File: config.mk
export PLATFORM = sky130hd
export DESIGN_NAME = cvt_camera_video_trigger
export DESIGN_NICKNAME = d
export VERILOG_FILES = /design/src/logic/cvt_pkg.sv /design/src/logic/cvt_camera_video_trigger.sv
export SDC_FILE = /design/constraint.sdc
export NUM_CORES = 1
export LEC_CHECK = 0
export BUFFER_PORTS_ARGS = -buffer_cell sky130_fd_sc_hd__buf_4
export CORE_UTILIZATION = 50
export DETAILED_ROUTE_END_ITERATION = 16
export PLACE_DENSITY = 0.71
export SLEW_MARGIN = 20
export SYNTH_ARGS = -nofsm -noshare
export SYNTH_HDL_FRONTEND = slang
export SYNTH_SLANG_ARGS = --single-unit
File: constraint.sdc
create_clock -name clk -period 4.4 [get_ports clk]
set_clock_uncertainty 0.2 [all_clocks]
set_input_delay 0.44 -clock clk [delete_from_list [all_inputs] [get_ports clk]]
set_output_delay 0.44 -clock clk [all_outputs]
set_load 0.005 [all_outputs]
File: src/logic/cvt_pkg.sv
// Shared constants and types of the camera video and trigger interface
package cvt_pkg;

  // ****************************************
  // Clock and counter sizes
  // ****************************************
  localparam int CLK_MHZ = 100;
  localparam int CW = 20;

  // ****************************************
  // Timing figures in ns, and the serial baud rate
  // ****************************************
  localparam int T_A0_NS = 85;
  localparam int T_A1_NS = 186;
  localparam int T_A2_NS = 485000;
  localparam int T_B4_0_NS = 123;
  localparam int T_B4_1_NS = 486000;
  localparam int T_B4_2_NS = 247;
  localparam int T_B6_0_NS = 123;
  localparam int T_B6_1_NS = 286;
  localparam int T_B6_2_NS = 484000;
  localparam int T_C01_NS = 112;
  localparam int T_C2_NS = 1400;
  localparam int T_D_NS = 3110;
  localparam int T_E0_NS = 57000;
  localparam int T_E1_NS = 112000;
  localparam int T_E2_NS = 70200;
  localparam int T_E3_NS = 138000;
  localparam int T_DEBOUNCE_NS = 1070;
  localparam int BAUD_RATE = 9600;

  // ****************************************
  // Trigger modes and option codes
  // ****************************************
  localparam logic [2:0] MODE_INTERNAL = 3'h2;
  localparam logic [2:0] MODE_LEVEL = 3'h4;
  localparam logic [2:0] MODE_FALL = 3'h6;
  localparam logic [1:0] OPT_0 = 2'h0;
  localparam logic [1:0] OPT_1 = 2'h1;
  localparam logic [2:0] UART_DATA_BITS = 3'h7;
  localparam logic [7:0] UNUSED_FILL = 8'h00;

  // ****************************************
  // State types
  // ****************************************
  typedef enum logic [1:0] {RD_IDLE, RD_LINE, RD_GAP} cvt_rd_state_t;
  typedef enum logic [1:0] {SER_IDLE, SER_START, SER_DATA, SER_STOP} cvt_ser_state_t;

  // Least time in ns to whole clock cycles, at least one
  function automatic int cyc(input int ns);
    int c;
    c = (ns * CLK_MHZ + 999) / 1000;
    return (c < 1) ? 1 : c;
  endfunction : cyc

endpackage : cvt_pkg

File: src/logic/cvt_camera_video_trigger.sv
// Camera video output, control input, trigger timing and serial link logic
`timescale 1ns/1ps
module cvt_camera_video_trigger #(
  parameter int PixelBits = 8,
  parameter int DataWidth = 24,
  parameter int PixelsPerLine = 16,
  parameter int LinesPerFrame = 8,
  parameter int LineGapCyc = 4,
  parameter int ExposureCyc = 200,
  parameter int PeriodCyc = 4000,
  parameter int DlyA2Cyc = cvt_pkg::cyc(cvt_pkg::T_A2_NS),
  parameter int DlyB41Cyc = cvt_pkg::cyc(cvt_pkg::T_B4_1_NS),
  parameter int DlyB62Cyc = cvt_pkg::cyc(cvt_pkg::T_B6_2_NS),
  parameter int DlyE0Cyc = cvt_pkg::cyc(cvt_pkg::T_E0_NS),
  parameter int DlyE1Cyc = cvt_pkg::cyc(cvt_pkg::T_E1_NS),
  parameter int DlyE2Cyc = cvt_pkg::cyc(cvt_pkg::T_E2_NS),
  parameter int DlyE3Cyc = cvt_pkg::cyc(cvt_pkg::T_E3_NS),
  parameter int BaudDiv = cvt_pkg::CLK_MHZ * 1000000 / cvt_pkg::BAUD_RATE
) (
  // Clock and reset
  input wire logic clk,
  input wire logic reset,
  // Control pairs from the frame grabber
  input wire logic extTrigger,
  input wire logic ccReserved2,
  input wire logic ccReserved3,
  input wire logic windowToggle,
  // Static configuration
  input wire logic [2:0] triggerMode,
  input wire logic [1:0] trigger_delay_option,
  input wire logic debounceEnable,
  input wire logic [1:0] speedConfig,
  // Video enables and data
  output logic frameValid,
  output logic lineValid,
  output logic dataValid,
  output logic spareEnable,
  output logic [DataWidth-1:0] videoData,
  // Internal timing state
  output logic internalTrigger,
  output logic exposure,
  output logic windowSelect,
  // Serial command link
  input wire logic serToCamera,
  output logic serToGrabber,
  output logic [7:0] rxData,
  output logic rxValid,
  output logic rxFrameError,
  input wire logic [7:0] txData,
  input wire logic txStart,
  output logic txBusy
);

  localparam int CW = cvt_pkg::CW;
  localparam logic [CW-1:0] ONE = CW'(1);

  // Pick one of three delays by option, adding debounce time if enabled
  function automatic logic [CW-1:0] pick(input logic [1:0] opt, input int d0, input int d1,
                                         input int d2, input logic deb);
    int d;
    d = (opt == cvt_pkg::OPT_0) ? d0 : (opt == cvt_pkg::OPT_1) ? d1 : d2;
    if (deb) d = d + cvt_pkg::cyc(cvt_pkg::T_DEBOUNCE_NS);
    return CW'(d);
  endfunction : pick

  // ****************************************
  // Trigger synchroniser and internal trigger
  // ****************************************
  logic trigMeta, trigSync, trigPrev;
  logic [CW-1:0] riseCnt, fallCnt, periodCnt;
  logic next_intTrig, next_windowSelect;
  logic [CW-1:0] next_riseCnt, next_fallCnt, next_periodCnt;
  logic extRise, extFall;

  assign extRise = trigSync & ~trigPrev;
  assign extFall = ~trigSync & trigPrev;

  always_comb begin
    next_intTrig = internalTrigger;
    next_riseCnt = (riseCnt != '0) ? riseCnt - ONE : riseCnt;
    next_fallCnt = (fallCnt != '0) ? fallCnt - ONE : fallCnt;
    next_periodCnt = periodCnt;
    next_windowSelect = windowToggle;
    if (riseCnt == ONE) next_intTrig = 1'b1;
    if (fallCnt == ONE) next_intTrig = 1'b0;
    case (triggerMode)
      cvt_pkg::MODE_INTERNAL: begin
        next_riseCnt = '0;
        if (periodCnt == '0) begin
          next_periodCnt = CW'(PeriodCyc - 1);
          next_intTrig = 1'b1;
          next_fallCnt = CW'(ExposureCyc);
        end else begin
          next_periodCnt = periodCnt - ONE;
        end
      end
      cvt_pkg::MODE_LEVEL: begin
        if (extRise) next_riseCnt = pick(trigger_delay_option, cvt_pkg::cyc(cvt_pkg::T_A0_NS),
            cvt_pkg::cyc(cvt_pkg::T_A1_NS), DlyA2Cyc, debounceEnable);
        if (extFall) next_fallCnt = pick(trigger_delay_option, cvt_pkg::cyc(cvt_pkg::T_B4_0_NS),
            DlyB41Cyc, cvt_pkg::cyc(cvt_pkg::T_B4_2_NS), debounceEnable);
      end
      cvt_pkg::MODE_FALL: begin
        if (extFall) next_riseCnt = pick(trigger_delay_option, cvt_pkg::cyc(cvt_pkg::T_B6_0_NS),
            cvt_pkg::cyc(cvt_pkg::T_B6_1_NS), DlyB62Cyc, debounceEnable);
        if (riseCnt == ONE) next_fallCnt = CW'(ExposureCyc);
      end
      default: begin
        next_riseCnt = '0;
        next_fallCnt = '0;
        next_intTrig = 1'b0;
      end
    endcase
  end

  always_ff @(posedge clk) begin
    trigMeta <= extTrigger;
    trigSync <= trigMeta;
    if (reset) begin
      trigPrev <= 1'b0;
      internalTrigger <= 1'b0;
      riseCnt <= '0;
      fallCnt <= '0;
      periodCnt <= '0;
      windowSelect <= 1'b0;
    end else begin
      trigPrev <= trigSync;
      internalTrigger <= next_intTrig;
      riseCnt <= next_riseCnt;
      fallCnt <= next_fallCnt;
      periodCnt <= next_periodCnt;
      windowSelect <= next_windowSelect;
    end
  end

  // ****************************************
  // Exposure window
  // ****************************************
  logic trigSeen, next_exposure;
  logic [CW-1:0] expRiseCnt, expFallCnt, next_expRiseCnt, next_expFallCnt;

  always_comb begin
    next_exposure = exposure;
    next_expRiseCnt = (expRiseCnt != '0) ? expRiseCnt - ONE : expRiseCnt;
    next_expFallCnt = (expFallCnt != '0) ? expFallCnt - ONE : expFallCnt;
    if (expRiseCnt == ONE) next_exposure = 1'b1;
    if (expFallCnt == ONE) next_exposure = 1'b0;
    if (internalTrigger && !trigSeen) next_expRiseCnt = pick(trigger_delay_option,
        cvt_pkg::cyc(cvt_pkg::T_C01_NS), cvt_pkg::cyc(cvt_pkg::T_C01_NS),
        cvt_pkg::cyc(cvt_pkg::T_C2_NS), 1'b0);
    if (!internalTrigger && trigSeen) next_expFallCnt = CW'(cvt_pkg::cyc(cvt_pkg::T_D_NS));
  end

  always_ff @(posedge clk) begin
    if (reset) begin
      trigSeen <= 1'b0;
      exposure <= 1'b0;
      expRiseCnt <= '0;
      expFallCnt <= '0;
    end else begin
      trigSeen <= internalTrigger;
      exposure <= next_exposure;
      expRiseCnt <= next_expRiseCnt;
      expFallCnt <= next_expFallCnt;
    end
  end

  // ****************************************
  // Frame readout
  // ****************************************
  cvt_pkg::cvt_rd_state_t rdState, next_rdState;
  logic [CW-1:0] startCnt, next_startCnt, pixCnt, next_pixCnt, lineCnt, next_lineCnt;
  logic next_fval, next_lval, next_dval;
  logic [DataWidth-1:0] next_videoData;

  always_comb begin
    next_rdState = rdState;
    next_startCnt = (startCnt != '0) ? startCnt - ONE : startCnt;
    next_pixCnt = pixCnt;
    next_lineCnt = lineCnt;
    next_fval = frameValid;
    next_lval = lineValid;
    next_dval = dataValid;
    if (expFallCnt == ONE) begin
      case (speedConfig)
        2'h0: next_startCnt = CW'(DlyE0Cyc);
        2'h1: next_startCnt = CW'(DlyE1Cyc);
        2'h2: next_startCnt = CW'(DlyE2Cyc);
        default: next_startCnt = CW'(DlyE3Cyc);
      endcase
    end
    case (rdState)
      cvt_pkg::RD_IDLE: begin
        if (startCnt == ONE) begin
          next_rdState = cvt_pkg::RD_LINE;
          next_fval = 1'b1;
          next_lval = 1'b1;
          next_dval = 1'b1;
          next_pixCnt = '0;
          next_lineCnt = '0;
        end
      end
      cvt_pkg::RD_LINE: begin
        next_pixCnt = pixCnt + ONE;
        if (pixCnt == CW'(PixelsPerLine - 1)) begin
          next_lval = 1'b0;
          next_dval = 1'b0;
          next_pixCnt = '0;
          if (lineCnt == CW'(LinesPerFrame - 1)) begin
            next_fval = 1'b0;
            next_rdState = cvt_pkg::RD_IDLE;
          end else begin
            next_rdState = cvt_pkg::RD_GAP;
          end
        end
      end
      cvt_pkg::RD_GAP: begin
        next_pixCnt = pixCnt + ONE;
        if (pixCnt == CW'(LineGapCyc - 1)) begin
          next_pixCnt = '0;
          next_lineCnt = lineCnt + ONE;
          next_lval = 1'b1;
          next_dval = 1'b1;
          next_rdState = cvt_pkg::RD_LINE;
        end
      end
      default: begin
        next_rdState = cvt_pkg::RD_IDLE;
        next_fval = 1'b0;
        next_lval = 1'b0;
        next_dval = 1'b0;
      end
    endcase
    next_videoData = {DataWidth{cvt_pkg::UNUSED_FILL[0]}};
    if (next_dval) next_videoData[PixelBits-1:0] = PixelBits'(next_pixCnt + next_lineCnt);
  end

  always_ff @(posedge clk) begin
    if (reset) begin
      rdState <= cvt_pkg::RD_IDLE;
      startCnt <= '0;
      pixCnt <= '0;
      lineCnt <= '0;
      frameValid <= 1'b0;
      lineValid <= 1'b0;
      dataValid <= 1'b0;
      spareEnable <= 1'b0;
      videoData <= '0;
    end else begin
      rdState <= next_rdState;
      startCnt <= next_startCnt;
      pixCnt <= next_pixCnt;
      lineCnt <= next_lineCnt;
      frameValid <= next_fval;
      lineValid <= next_lval;
      dataValid <= next_dval;
      spareEnable <= cvt_pkg::UNUSED_FILL[0];
      videoData <= next_videoData;
    end
  end

  // ****************************************
  // Serial receiver
  // ****************************************
  cvt_pkg::cvt_ser_state_t rxState, next_rxState;
  logic [CW-1:0] rxCnt, next_rxCnt;
  logic [2:0] rxBit, next_rxBit;
  logic [7:0] rxShift, next_rxShift, next_rxData;
  logic next_rxValid, next_rxFrameError;

  always_comb begin
    next_rxState = rxState;
    next_rxCnt = (rxCnt != '0) ? rxCnt - ONE : rxCnt;
    next_rxBit = rxBit;
    next_rxShift = rxShift;
    next_rxData = rxData;
    next_rxValid = 1'b0;
    next_rxFrameError = 1'b0;
    case (rxState)
      cvt_pkg::SER_IDLE: begin
        if (!serToCamera) begin
          next_rxState = cvt_pkg::SER_START;
          next_rxCnt = CW'(BaudDiv / 2);
        end
      end
      cvt_pkg::SER_START: begin
        if (rxCnt == '0) begin
          next_rxState = serToCamera ? cvt_pkg::SER_IDLE : cvt_pkg::SER_DATA;
          next_rxCnt = CW'(BaudDiv - 1);
          next_rxBit = '0;
        end
      end
      cvt_pkg::SER_DATA: begin
        if (rxCnt == '0) begin
          next_rxShift = {serToCamera, rxShift[7:1]};
          next_rxCnt = CW'(BaudDiv - 1);
          next_rxBit = rxBit + 3'h1;
          if (rxBit == cvt_pkg::UART_DATA_BITS) next_rxState = cvt_pkg::SER_STOP;
        end
      end
      cvt_pkg::SER_STOP: begin
        if (rxCnt == '0) begin
          next_rxState = cvt_pkg::SER_IDLE;
          next_rxValid = serToCamera;
          next_rxFrameError = !serToCamera;
          if (serToCamera) next_rxData = rxShift;
        end
      end
      default: next_rxState = cvt_pkg::SER_IDLE;
    endcase
  end

  always_ff @(posedge clk) begin
    if (reset) begin
      rxState <= cvt_pkg::SER_IDLE;
      rxCnt <= '0;
      rxBit <= '0;
      rxShift <= '0;
      rxData <= '0;
      rxValid <= 1'b0;
      rxFrameError <= 1'b0;
    end else begin
      rxState <= next_rxState;
      rxCnt <= next_rxCnt;
      rxBit <= next_rxBit;
      rxShift <= next_rxShift;
      rxData <= next_rxData;
      rxValid <= next_rxValid;
      rxFrameError <= next_rxFrameError;
    end
  end

  // ****************************************
  // Serial transmitter
  // ****************************************
  cvt_pkg::cvt_ser_state_t txState, next_txState;
  logic [CW-1:0] txCnt, next_txCnt;
  logic [2:0] txBit, next_txBit;
  logic [7:0] txShift, next_txShift;
  logic next_serOut, next_txBusy;

  always_comb begin
    next_txState = txState;
    next_txCnt = (txCnt != '0) ? txCnt - ONE : txCnt;
    next_txBit = txBit;
    next_txShift = txShift;
    next_serOut = serToGrabber;
    next_txBusy = txBusy;
    case (txState)
      cvt_pkg::SER_IDLE: begin
        next_serOut = 1'b1;
        if (txStart) begin
          next_txState = cvt_pkg::SER_START;
          next_txShift = txData;
          next_serOut = 1'b0;
          next_txBusy = 1'b1;
          next_txCnt = CW'(BaudDiv - 1);
        end
      end
      cvt_pkg::SER_START: begin
        if (txCnt == '0) begin
          next_txState = cvt_pkg::SER_DATA;
          next_serOut = txShift[0];
          next_txShift = {1'b0, txShift[7:1]};
          next_txBit = '0;
          next_txCnt = CW'(BaudDiv - 1);
        end
      end
      cvt_pkg::SER_DATA: begin
        if (txCnt == '0) begin
          next_txCnt = CW'(BaudDiv - 1);
          next_txBit = txBit + 3'h1;
          next_serOut = txShift[0];
          next_txShift = {1'b0, txShift[7:1]};
          if (txBit == cvt_pkg::UART_DATA_BITS) begin
            next_serOut = 1'b1;
            next_txState = cvt_pkg::SER_STOP;
          end
        end
      end
      cvt_pkg::SER_STOP: begin
        if (txCnt == '0) begin
          next_txState = cvt_pkg::SER_IDLE;
          next_txBusy = 1'b0;
        end
      end
      default: next_txState = cvt_pkg::SER_IDLE;
    endcase
  end

  always_ff @(posedge clk) begin
    if (reset) begin
      txState <= cvt_pkg::SER_IDLE;
      txCnt <= '0;
      txBit <= '0;
      txShift <= '0;
      serToGrabber <= 1'b1;
      txBusy <= 1'b0;
    end else begin
      txState <= next_txState;
      txCnt <= next_txCnt;
      txBit <= next_txBit;
      txShift <= next_txShift;
      serToGrabber <= next_serOut;
      txBusy <= next_txBusy;
    end
  end

endmodule : cvt_camera_video_trigger

Word level (Yosys, flattened, before mapping)
Index checks and enable logic that the tools add are counted.

word-level totals
  bits in registers = 274
  input bits = 24

cells by class
  multiplexer cells = 93
  add/subtract/negate cells = 16
  bitwise logic cells = 8
  equality and inequality tests = 39
  reduce and logical (&&, ||, !) cells = 46

operators with widths
  operator                                                              count
  20-bit 2-to-1 mux                                                     23
  20-bit one-hot mux with 2 select lines                                4
  20-bit by 1-bit subtractor with 20-bit output, second input constant  8
  20-bit nonzero test                                                   7
  20-bit one-hot mux with 3 select lines                                2
  20-bit by 1-bit == test with 1-bit output, second input constant      5
  16-bit 2-to-1 mux                                                     6
  20-bit zero test                                                      3
  16-bit by 7-bit adder with 17-bit output, second input constant       3
  17-bit 2-to-1 mux                                                     3
  14-bit one-hot mux with 3 select lines                                1
  20-bit by 1-bit adder with 20-bit output, second input constant       2
  8-bit 2-to-1 mux                                                      4
  2-bit 2-to-1 mux                                                      15
  2-bit inequality test, second input constant                          14
  3-bit AND reduction                                                   7
  20-bit by 2-bit == test with 1-bit output, second input constant      1
  20-bit by 3-bit == test with 1-bit output, second input constant      1
  20-bit by 4-bit == test with 1-bit output, second input constant      1
  9-bit 2-to-1 mux                                                      2
  1-bit 2-to-1 mux                                                      17
  2-bit one-hot mux with 4 select lines                                 2
  8-bit one-hot mux with 2 select lines                                 1
  2-bit nonzero test                                                    7
  other kinds (23)                                                      63

Longest topological paths before layout
Gate-level depths: netlist of run 1.

  depth in word-level cells = 7
  mapped depth = 17
  depth with buffers taken out = 17

Worst setup path after synthesis of run 1
Ideal clock, no wire load.

  path type = reg-to-reg
  start point = reg startCnt[11]
  end point = reg videoData[6]
  arrival = 3396 ps
  library setup time = 130 ps
  stages on the path, launching flop included = 16
  slack = 673 ps
  required time = 4070 ps
  clock period less this slack = 3727 ps
  path through = dfxtp_1 > or4_1 > nand2b_1 > buf_2 > nor4_1 > nor2_1 > nand2_1 > o21ai_0 > ha_1 > fa_1 > a21o_1 > a21o_1 > a21o_1 > a21oi_1 > xor2_1 > nor2_1

between the ends
  elaborated cells between the ends (all ways) = 10
  those cells by class = add/sub: 1; eq/ne: 1; mux: 6; bitwise: 1; reduce/logical: 1

RTL lines
  what                                       line                             RTL
  start: declaration                         cvt_camera_video_trigger.sv:172  logic [CW-1:0] startCnt, next_startCnt, pixCnt, next_pixCnt, lineCnt, next_lineCnt;
  start signal: assignment                   cvt_camera_video_trigger.sv:251  startCnt <= next_startCnt;
  20-bit by 1-bit == test with 1-bit output  cvt_camera_video_trigger.sv:194  if (startCnt == ONE) begin
  20-bit 2-to-1 mux                          cvt_camera_video_trigger.sv:194
  20-bit one-hot mux with 2 select lines     cvt_camera_video_trigger.sv:192  case (rdState)
  via next_lineCnt[0]                        cvt_camera_video_trigger.sv:172
  8-bit adder                                cvt_camera_video_trigger.sv:235  if (next_dval) next_videoData[PixelBits-1:0] = PixelBits'(next_pixCnt + next_lineCnt);
  end signal: assignment                     cvt_camera_video_trigger.sv:258  videoData <= next_videoData;
  end: declaration                           cvt_camera_video_trigger.sv:38   output logic [DataWidth-1:0] videoData,

The timed path passes the listed nets, and every way through them passes these cells.
A chain may end at the register's enable or synchronous reset.

Worst setup path after layout of run 1
  start point = reg startCnt[4]
  end point = reg videoData[6]

Same word-level chain as after synthesis.

==> results of run 1 <==
==> cells in the mapped netlist (all sizes together) (11+ instances only) <==
cell and count:
or3 27, o21ai 62, buf 22, and3 15, nand2b 24, inv 38, or4 24, or2 12
dfxtp 258, a211oi 22, clkbuf 41, a21o 11, nor3 71, xor2 53, ha 53, nor2b 36
nand3 26, nor2 237, mux2i 21, xnor2 83, a21oi 102, nand2 139, a31oi 11, nor4 41
==> per-layer routing <==
layer,part of all wire (%),up-vias,wire length (µm),GRT usage [%]
li1,-,5517,-,-
met1,48,4910,12500,25.3
met2,47,169,12200,34.7
met3,3.7,46,969,2.95
met4,2.0,0,523,5.40
met5,0,-,0,0
==> power groups by stage <==
stage | combinational, mW | sequential [mW] | clock, mW
6_report | 4.55 | 3.26 | 2.51
5_1_grt | 5.17 | 3.34 | 2.66
4_1_cts | 4.56 | 3.26 | 2.57
3_5_place_dp | 4.51 | 3.31 | 0
3_3_place_gp | 4.42 | 3.28 | 0
2_1_floorplan | 3.76 | 3.20 | 0
==> metrics by stage <==
stage / std cells / utilization (%) / hold slack [ns] / setup WS [ns]
floorplan: 1574 / - / 0.110 / 0.673
global placement: 1895 / 53.5 / 0.128 / 0.465
detailed placement: 1895 / 53.5 / 0.123 / 0.374
CTS: 1950 / 57.6 / 0.0344 / 0.372
global route: 1950 / 57.6 / 0.0686 / 0.0380
finish: 1950 / 57.6 / 0.0580 / 0.379
==> kinds of logic (layout without fill, tap and decap cells) <==
kind of cell / count (synthesis) / count (layout) / synth area share [%]
AND/OR/NAND/NOR: 703 / 703 / 26.9
multiplexers: 25 / 25 / 1.97
buffers and inverters: 101 / 147 / 3.47
adder cells (fa/ha/maj): 54 / 54 / 5.26
AO/OA/AOI/OAI: 280 / 280 / 13.4
XOR/XNOR: 136 / 136 / 9.17
other: 1 / 17 / 0.0289
flip-flops: 258 / 258 / 39.8
==> cell type report <==
| type | instances | area (µm²) | share of cell area, % |
|---|---|---|---|
| Clock buffer | 44 | 852 | 5.84 |
| Clock inverter | 8 | 144 | 0.987 |
| Inverter | 38 | 143 | 0.978 |
| Multi-Input combinational cell | 1215 | 7430 | 51.0 |
| Sequential cell | 258 | 5160 | 35.4 |
| Tap cell | 330 | 413 | 2.83 |
| Timing Repair Buffer | 57 | 435 | 2.99 |
==> registers in the layout, indices dropped and copies added, names as in the netlist, 20 cells and up, named ones only <==
register / cells
fallCnt: 20
startCnt: 20
lineCnt: 20
periodCnt: 20
expFallCnt: 20
rxCnt: 20
riseCnt: 20
expRiseCnt: 20
pixCnt: 20
txCnt: 20
==> what timing repair did <==
action                    4_1_cts  5_1_grt
hold buffers                    3        0
resized for setup               0        0
hold endpoints to repair        4        0
==> worst max path at each step <==
stage | slack, ns | to | from | cells after the start
4_1_cts | 0.37 | videoData[6] | startCnt[4] | 14
3_3_place_gp | 0.46 | videoData[6] | startCnt[4] | 14
5_1_grt | 0.04 | videoData[6] | startCnt[4] | 14
6_report | 0.38 | videoData[6] | startCnt[4] | 14
3_5_place_dp | 0.37 | videoData[6] | startCnt[4] | 14
2_1_floorplan | 0.67 | videoData[6] | startCnt[11] | 15
==> worst max-delay path, delay by kind of cell (launching register included) <==
family	cells	cell delay (ns)
simple gates	6	1.68
xor+xnor	1	0.16
flops	1	0.36
compound gates	5	0.83
fa+ha+maj	2	0.67
==> impl_metrics.json, run 1 <==
{
  "synth_area_leader_cell": "dfxtp_1",
  "postSynthAreaPerCell_um2": 8.34,
  "final_hold_viol_count": 0,
  "gp_congestion": 0.834,
  "crit_type": "flop to flop",
  "grt_usage_pct": 19.8,
  "synth_edf_count": 0,
  "rsz0062_at_grt": "false",
  "min_to": "txShift[0]",
  "switching_share_pct": 38.2,
  "min-delay-start": "txData[0]",
  "cp-end-kind": "flop",
  "finalCriticalPeriod_ns": 4.02,
  "fin_tns_setup_ns": 0,
  "required_ns": 4.62,
  "wl_um": 26200,
  "htreeDepth": 1,
  "ff2ff_setup_slack_ns": 0.38,
  "cts_tree": "yes",
  "slew_violations": 0,
  "ir_drop_uv": 471,
  "synth_area_mm2": 0.0130,
  "setup_viol": 0,
  "ios": 67,
  "p_int_mw": 6.37,
  "final_common_cell": "dfxtp_1",
  "ff2ff_path_depth": 14,
  "async_reset_ff_share_pct": 0,
  "path_cells": "nor4_1, nand4_1, nor4_1, nor2_1, nand2_1, o21ai_0, ha_1, fa_1, a21o_1, a21o_1, a21o_1, a21oi_1, xor2_1, nor2_1",
  "wl_per_cell_um": 13.5,
  "finalInstanceArea_mm2": 0.0146,
  "yosysWarnings": 0,
  "p_sw_mw": 3.95,
  "holdPathStages": 3,
  "die-area_mm2": 0.0266,
  "dpl_cell_area_mm2": 0.0136,
  "first_iter_violations": 607,
  "route.detailed.drc": 0,
  "crit_top_cell": "a21o_1",
  "dr.pass1.iters": 5,
  "critPathMaxStageDelay_ns": 0.52,
  "yosys-top-cells-area": "dfxtp_1, nor2_1, xnor2_1, ha_1, nand2_1",
  "grt_pass1_wl_um": 45200,
  "clk_pin_slew_ns": 0.06,
  "synth_top_cell_area_share_pct": 39.8,
  "slew_headroom_pct": 33.3,
  "diodes": 0,
  "ys_seq_area_share_pct": 39.8,
  "start_util_pct": 51.3,
  "post_cts_buffers": 0,
  "dpl.hpwl_um": 18200,
  "ant_nets": 0,
  "antenna_found_initial": 0,
  "mostFrequentLayoutCells": "dfxtp_1, nor2_1, nand2_1",
  "syn_to_final_growth_pct": 12.3,
  "yosys_register_bits": 258,
  "synthCells": 1558,
  "r2r_start": "startCnt[4]",
  "viasPerCell": 5.46,
  "cts_root_buf": "clkbuf_16",
  "report.power.total_mw": 10.3,
  "reg2reg_to": "videoData[6]",
  "p_comb_share_pct": 44.1,
  "min_path_type": "input port to flop",
  "die_w_um": 163,
  "rows": 58,
  "nets": 1676,
  "coreArea_mm2": 0.0253,
  "slowest_stage": "nor4_1",
  "grt_pass1_vias": 10000,
  "fin_crit_sh_pct": 91.4,
  "p_clk_share_pct": 24.3,
  "grt_max_degree": 89,
  "cts.sinks": 258,
  "clk_path_buf_depth": 3,
  "worstSkewPairLatency_ns": 0.55,
  "placement.io_buffers": 47,
  "synth-main-ff-cell": "dfxtp_1",
  "worstMarginPinSlew_ns": 0.976,
  "max-cap-violations": 0,
  "worstPathArrival_ns": 4.24,
  "run_status": "completed",
  "seqPwrFrac_pct": 31.6,
  "via_count": 10600,
  "crit_path_start_kind": "flop",
  "yosysUniqueCellTypes": 83,
  "p_leak_nw": 5.84,
  "die_h_um": 163,
  "fmax_mhz": 249,
  "cts_inserted_buffers": 28,
  "nFillCells": 2300,
  "p_per_area_mw_per_mm2": 708,
  "drive_gt1_share_pct": 8.33,
  "gr-total-overflow": 0,
  "path_max_fanout": 6
}
Power figures use the tool's default switching activity.
==> inputs of run 2 (changes only) <==
Settings changed: ABC_AREA set to 1.
==> run 2 against run 1 <==
Sequential share of layout area fell by 4.0 points. Synthesized cell count rose by 36%. Cell count rose by 32%. Die area rose by 14%. First-iteration DRC count rose by 36%. Worst hold slack got worse by 0.039 ns. Core utilization fell by 0.67 points. Register-to-register slack improved by 0.24 ns. Global-route usage rose by 2.0 points. Largest power group unchanged.
==> impl_metrics.json, run 2 <==
{
  "run_status": "completed",
  "fin_crit_sh_pct": 86.0,
  "pre_cts_ws_ns": 0.629,
  "final_common_cell": "nand2_1",
  "switching_share_pct": 43.2,
  "syn_to_final_growth_pct": 11.2,
  "synth_top_cell_area_share_pct": 35.0,
  "synthCells": 2117,
  "fin_tns_setup_ns": 0,
  "die-area_mm2": 0.0302,
  "seqPwrFrac_pct": 30.3,
  "seq_area_mm2": 0.00516,
  "diodes": 0,
  "start_util_pct": 51.2,
  "yosys_register_bits": 258,
  "first_iter_violations": 823,
  "p_leak_nw": 7.41,
  "yosysWarnings": 0,
  "clk_path_buf_depth": 3,
  "slew_violations": 0,
  "p_int_mw": 5.96,
  "ant_nets": 0,
  "rsz0062_at_grt": "false",
  "report.power.total_mw": 10.5,
  "mostFrequentLayoutCells": "nand2_1, nor2_1, inv_1",
  "whs_ns": 0.0195,
  "yosys-top-cells-area": "dfxtp_1, nand2_1, nor2_1, inv_1, a21oi_1",
  "finalInstanceArea_mm2": 0.0164,
  "synth-main-ff-cell": "dfxtp_1",
  "via_count": 13400,
  "crit_type": "flop to flop",
  "nets": 2249,
  "synth_area_leader_cell": "dfxtp_1",
  "dr.pass1.iters": 5,
  "worstMarginPinSlew_ns": 0.938,
  "finalCriticalPeriod_ns": 3.79,
  "post-place-cells": 2520,
  "viasPerCell": 5.20,
  "p_clk_share_pct": 22.8,
  "p_comb_share_pct": 46.9,
  "synth_area_mm2": 0.0148,
  "coreArea_mm2": 0.0289,
  "route.detailed.drc": 0,
  "p_sw_mw": 4.54,
  "worstSkewPairLatency_ns": 0.55,
  "ys_seq_area_share_pct": 35.0,
  "ir_drop_uv": 582,
  "gp_congestion": 0.903,
  "placement.io_buffers": 47,
  "post_cts_buffers": 0,
  "final_util_pct": 56.9,
  "async_reset_ff_share_pct": 0,
  "antenna_found_initial": 0,
  "clk_pin_slew_ns": 0.06,
  "max-cap-violations": 0,
  "postSynthAreaPerCell_um2": 6.98,
  "setup_ws_ns": 0.614,
  "multiInputGateArea_mm2": 0.00833,
  "wl_per_cell_um": 12.8,
  "htreeDepth": 1,
  "nFillCells": 2756,
  "post-synth-top-count-cell": "nand2_1",
  "cts_tree": "yes",
  "wl_um": 33000,
  "grt_pass1_vias": 12900,
  "die_w_um": 174,
  "p_per_area_mw_per_mm2": 639,
  "final_hold_viol_count": 0,
  "gr-total-overflow": 0,
  "drive_gt1_share_pct": 10.2,
  "ios": 67,
  "fmax_mhz": 264,
  "grt_usage_pct": 21.9,
  "required_ns": 4.68,
  "min_path_type": "input port to flop",
  "cts_root_buf": "clkbuf_16",
  "rows": 62,
  "cp-end-kind": "flop",
  "yosysUniqueCellTypes": 66,
  "slew_headroom_pct": 37.5,
  "setup_viol": 0,
  "cts.sinks": 258,
  "dpl.hpwl_um": 24300,
  "crit_path_start_kind": "flop",
  "finalNonFillerCells": 2578,
  "grt_pass1_wl_um": 57400,
  "dpl_cell_area_mm2": 0.0154,
  "synth_edf_count": 0,
  "yosys-top-cells-count": "nand2_1, nor2_1, inv_1",
  "path_max_fanout": 10,
  "grt_max_degree": 52,
  "die_h_um": 174,
  "worstPathArrival_ns": 4.06,
  "cts_inserted_buffers": 29
}
==> run 2: path summary, 6_finish.rpt <==
kind / from / to / slack, ns / cells after the start
worst max-delay path: pixCnt[0] / videoData[6] / 0.61 / 22
worst min-delay path: txData[4] / txShift[4] / 0.02 / 5
worst max register to register: pixCnt[0] / videoData[6] / 0.61 / 22
worst min register to register: trigMeta / trigSync / 0.13 / 0
==> run 2: final cells by class <==
type | instances | area share (%)
timing repair buffer | 55 | 2.58
multi-input combinational | 1543 | 50.7
clock buffer | 44 | 5.31
clock inverter | 10 | 0.495
tap | 384 | 2.93
inverter | 284 | 6.52
sequential | 258 | 31.5
==> run 2: timing repair <==
| item | 4_1_cts | 5_1_grt |
|---|---|---|
| setup endpoints to repair | 0 | 0 |
| hold buffers | 4 | 0 |
| endpoints found under the hold margin | 5 | 0 |
| gates resized for setup | 0 | 0 |
==> run 2: kinds of logic (layout without fill, tap and decap cells) <==
| group | count (synthesis) | in the layout | synth area share, % |
|---|---|---|---|
| AND/OR/NAND/NOR | 1047 | 1047 | 33.5 |
| AO/OA/AOI/OAI | 353 | 353 | 13.6 |
| buffers and inverters | 332 | 393 | 9.02 |
| flip-flops | 258 | 258 | 35.0 |
| XOR/XNOR | 72 | 72 | 4.27 |
| adder cells (fa/ha/maj) | 54 | 54 | 4.63 |
| other | 1 | 17 | 0.0254 |
==> run 2: power groups by stage <==
| stage | logic [mW] | registers (mW) | clock network [mW] |
|---|---|---|---|
| after global routing | 5.64 | 3.24 | 2.54 |
| after detailed placement | 4.88 | 3.22 | 0 |
| after floorplan | 3.99 | 3.13 | 0 |
| after CTS | 4.92 | 3.18 | 2.45 |
| final | 4.93 | 3.18 | 2.39 |
| after global placement | 4.78 | 3.20 | 0 |
==> run 2: layer usage <==
layer / routed length, µm / track usage, % / vias up
met5: 0 / 0 / -
met4: 694 / 6.14 / 0
met3: 1130 / 2.43 / 53
met2: 15400 / 38.3 / 235
met1: 15700 / 28.3 / 6111
li1: - / - / 6997
==> run 2: critical path, stage by stage (launching register included) <==
cell,delay [ns]
dfxtp_1,0.42
ha_1,0.28
nand2_1,0.14
nor2_4,0.13
inv_2,0.06
nor2_2,0.08
nand3_1,0.11
nand2_4,0.12
nand2_8,0.09
nor2_8,0.10
inv_4,0.08
o21ai_0,0.24
inv_1,0.09
ha_1,0.22
fa_1,0.42
nand2_1,0.08
inv_1,0.06
o21a_1,0.18
nor2_1,0.08
nor2_1,0.06
o21ai_0,0.23
nand3_1,0.11
a21oi_1,0.15
==> inputs of run 3 (changes only) <==
Clock period 4.4 ns to 4.9 ns, I/O delays scaled along.
==> run 3 against run 2 <==
Worst setup slack gained 0.49 ns. Combinational power down 10%. Fmax down 0.34%. Flip-flop and latch count stayed put. Core utilization is 0.37 points higher. Worst hold slack gained 0.032 ns.
==> impl_metrics.json, run 3 (synthesized netlist as in run 2, its figures left out) <==
{
  "cts.sinks": 258,
  "ios": 67,
  "p_per_area_mw_per_mm2": 584,
  "cp-end-kind": "flop",
  "cts.repair.resized": 0,
  "worstPathArrival_ns": 4.05,
  "viasPerCell": 5.23,
  "clk_path_buf_depth": 3,
  "fin_tns_setup_ns": 0,
  "final_util_pct": 57.3,
  "antenna_found_initial": 0,
  "multiInputGateArea_mm2": 0.00833,
  "final_hold_viol_count": 0,
  "setup_viol": 0,
  "cts_inserted_buffers": 30,
  "max-cap-violations": 0,
  "seq_area_mm2": 0.00516,
  "gr-total-overflow": 0,
  "via_count": 13500,
  "pre_cts_ws_ns": 1.15,
  "ir_drop_uv": 572,
  "die_w_um": 174,
  "whs_ns": 0.0514,
  "slew_violations": 0,
  "cts_root_buf": "clkbuf_16",
  "fmax_mhz": 263,
  "path_max_fanout": 10,
  "required_ns": 5.15,
  "grt_pass1_wl_um": 57000,
  "drive_gt1_share_pct": 10.2,
  "nFillCells": 2746,
  "finalCriticalPeriod_ns": 3.80,
  "die-area_mm2": 0.0302,
  "nets": 2250,
  "slew_headroom_pct": 41.0,
  "p_leak_nw": 7.46,
  "rsz0062_at_grt": "false",
  "wl_um": 32900,
  "clk_pin_slew_ns": 0.06,
  "worstMarginPinSlew_ns": 0.885,
  "ant_nets": 0,
  "worstSkewPairLatency_ns": 0.56,
  "cts_tree": "yes",
  "setup_ws_ns": 1.10,
  "critPathMaxStageDelay_ns": 0.42,
  "syn_to_final_growth_pct": 11.9,
  "dr.pass1.iters": 5,
  "fin_crit_sh_pct": 77.5,
  "placement.io_buffers": 47,
  "rows": 62,
  "route.detailed.drc": 0,
  "min_path_type": "input port to flop",
  "die_h_um": 174,
  "final_common_cell": "nand2_1",
  "mostFrequentLayoutCells": "nand2_1, nor2_1, inv_1",
  "crit_top_cell": "nand2_1",
  "crit_type": "flop to flop",
  "coreArea_mm2": 0.0289,
  "path_cells": "ha_1, nand2_1, nor2_4, inv_2, nor2_2, nand3_1, nand2_4, nand2_8, nor2_8, inv_4, o21ai_0, inv_1, ha_1, fa_1, nand2_1, inv_1, o21a_1, nor2_1, nor2_1, o21ai_0, nand2_1, nand2_1, a21oi_1",
  "htreeDepth": 1,
  "dpl.hpwl_um": 24300,
  "gp_congestion": 0.893,
  "crit_path_start_kind": "flop",
  "start_util_pct": 51.2,
  "first_iter_violations": 749,
  "grt_max_degree": 48,
  "wl_per_cell_um": 12.8,
  "diodes": 0,
  "grt_pass1_vias": 12800,
  "slowest_stage": "dfxtp_1",
  "run_status": "completed",
  "grt_usage_pct": 21.8
}
-- run 3: report_power, final --
group,internal [mW],switching [mW],total (mW)
clock network,1.48,0.892,2.38
registers,2.51,0.342,2.85
logic,1.57,2.86,4.42
-- run 3: what timing repair did --
item / in CTS / in global routing
endpoints found under the hold margin: 4 / 0
setup buffers: 0 / 0
hold buffers: 4 / 0
-- run 3: cell type report --
cell class	instances	share of cell area, %
timing repair buffer	55	2.56
multi-input combinational	1543	50.4
sequential	258	31.2
inverter	284	6.48
tap	384	2.91
clock buffer	38	4.91
clock inverter	16	1.51
-- run 3: per-layer routing --
metal / global-route usage, % / part of all wire (%) / up-vias
met3: 2.68 / 4.2 / 43
met2: 37.5 / 47 / 264
met1: 28.6 / 47 / 6154
met5: 0 / 0 / -
met4: 5.96 / 1.7 / 0
li1: - / - / 7013
-- run 3: final timing paths --
kind	startpoint	endpoint	slack, ns	cells after the start
max	pixCnt[0]	videoData[6]	1.10	23
min	txData[3]	txShift[3]	0.05	5
max reg2reg	pixCnt[0]	videoData[6]	1.10	23
min reg2reg	trigMeta	trigSync	0.13	0
-- run 3: stage by stage --
step           cells  area, µm²  power [mW]
4_1_cts         2578      16500        9.70
6_report        2578      16500        9.65
3_5_place_dp    2520      15400        7.26
5_1_grt         2578      16500        10.5
3_3_place_gp    2520      15400        7.17
2_1_floorplan   2133      14800        6.39
-- run 3: critical path, delay by kind of cell, from the launching register on --
| kind | cells | cell delay [ns] |
|---|---|---|
| adder cells (fa/ha/maj) | 3 | 0.90 |
| buffers and inverters | 4 | 0.29 |
| AND/OR/NAND/NOR | 12 | 1.17 |
| flip-flops | 1 | 0.42 |
| AO/OA/AOI/OAI | 4 | 0.70 |
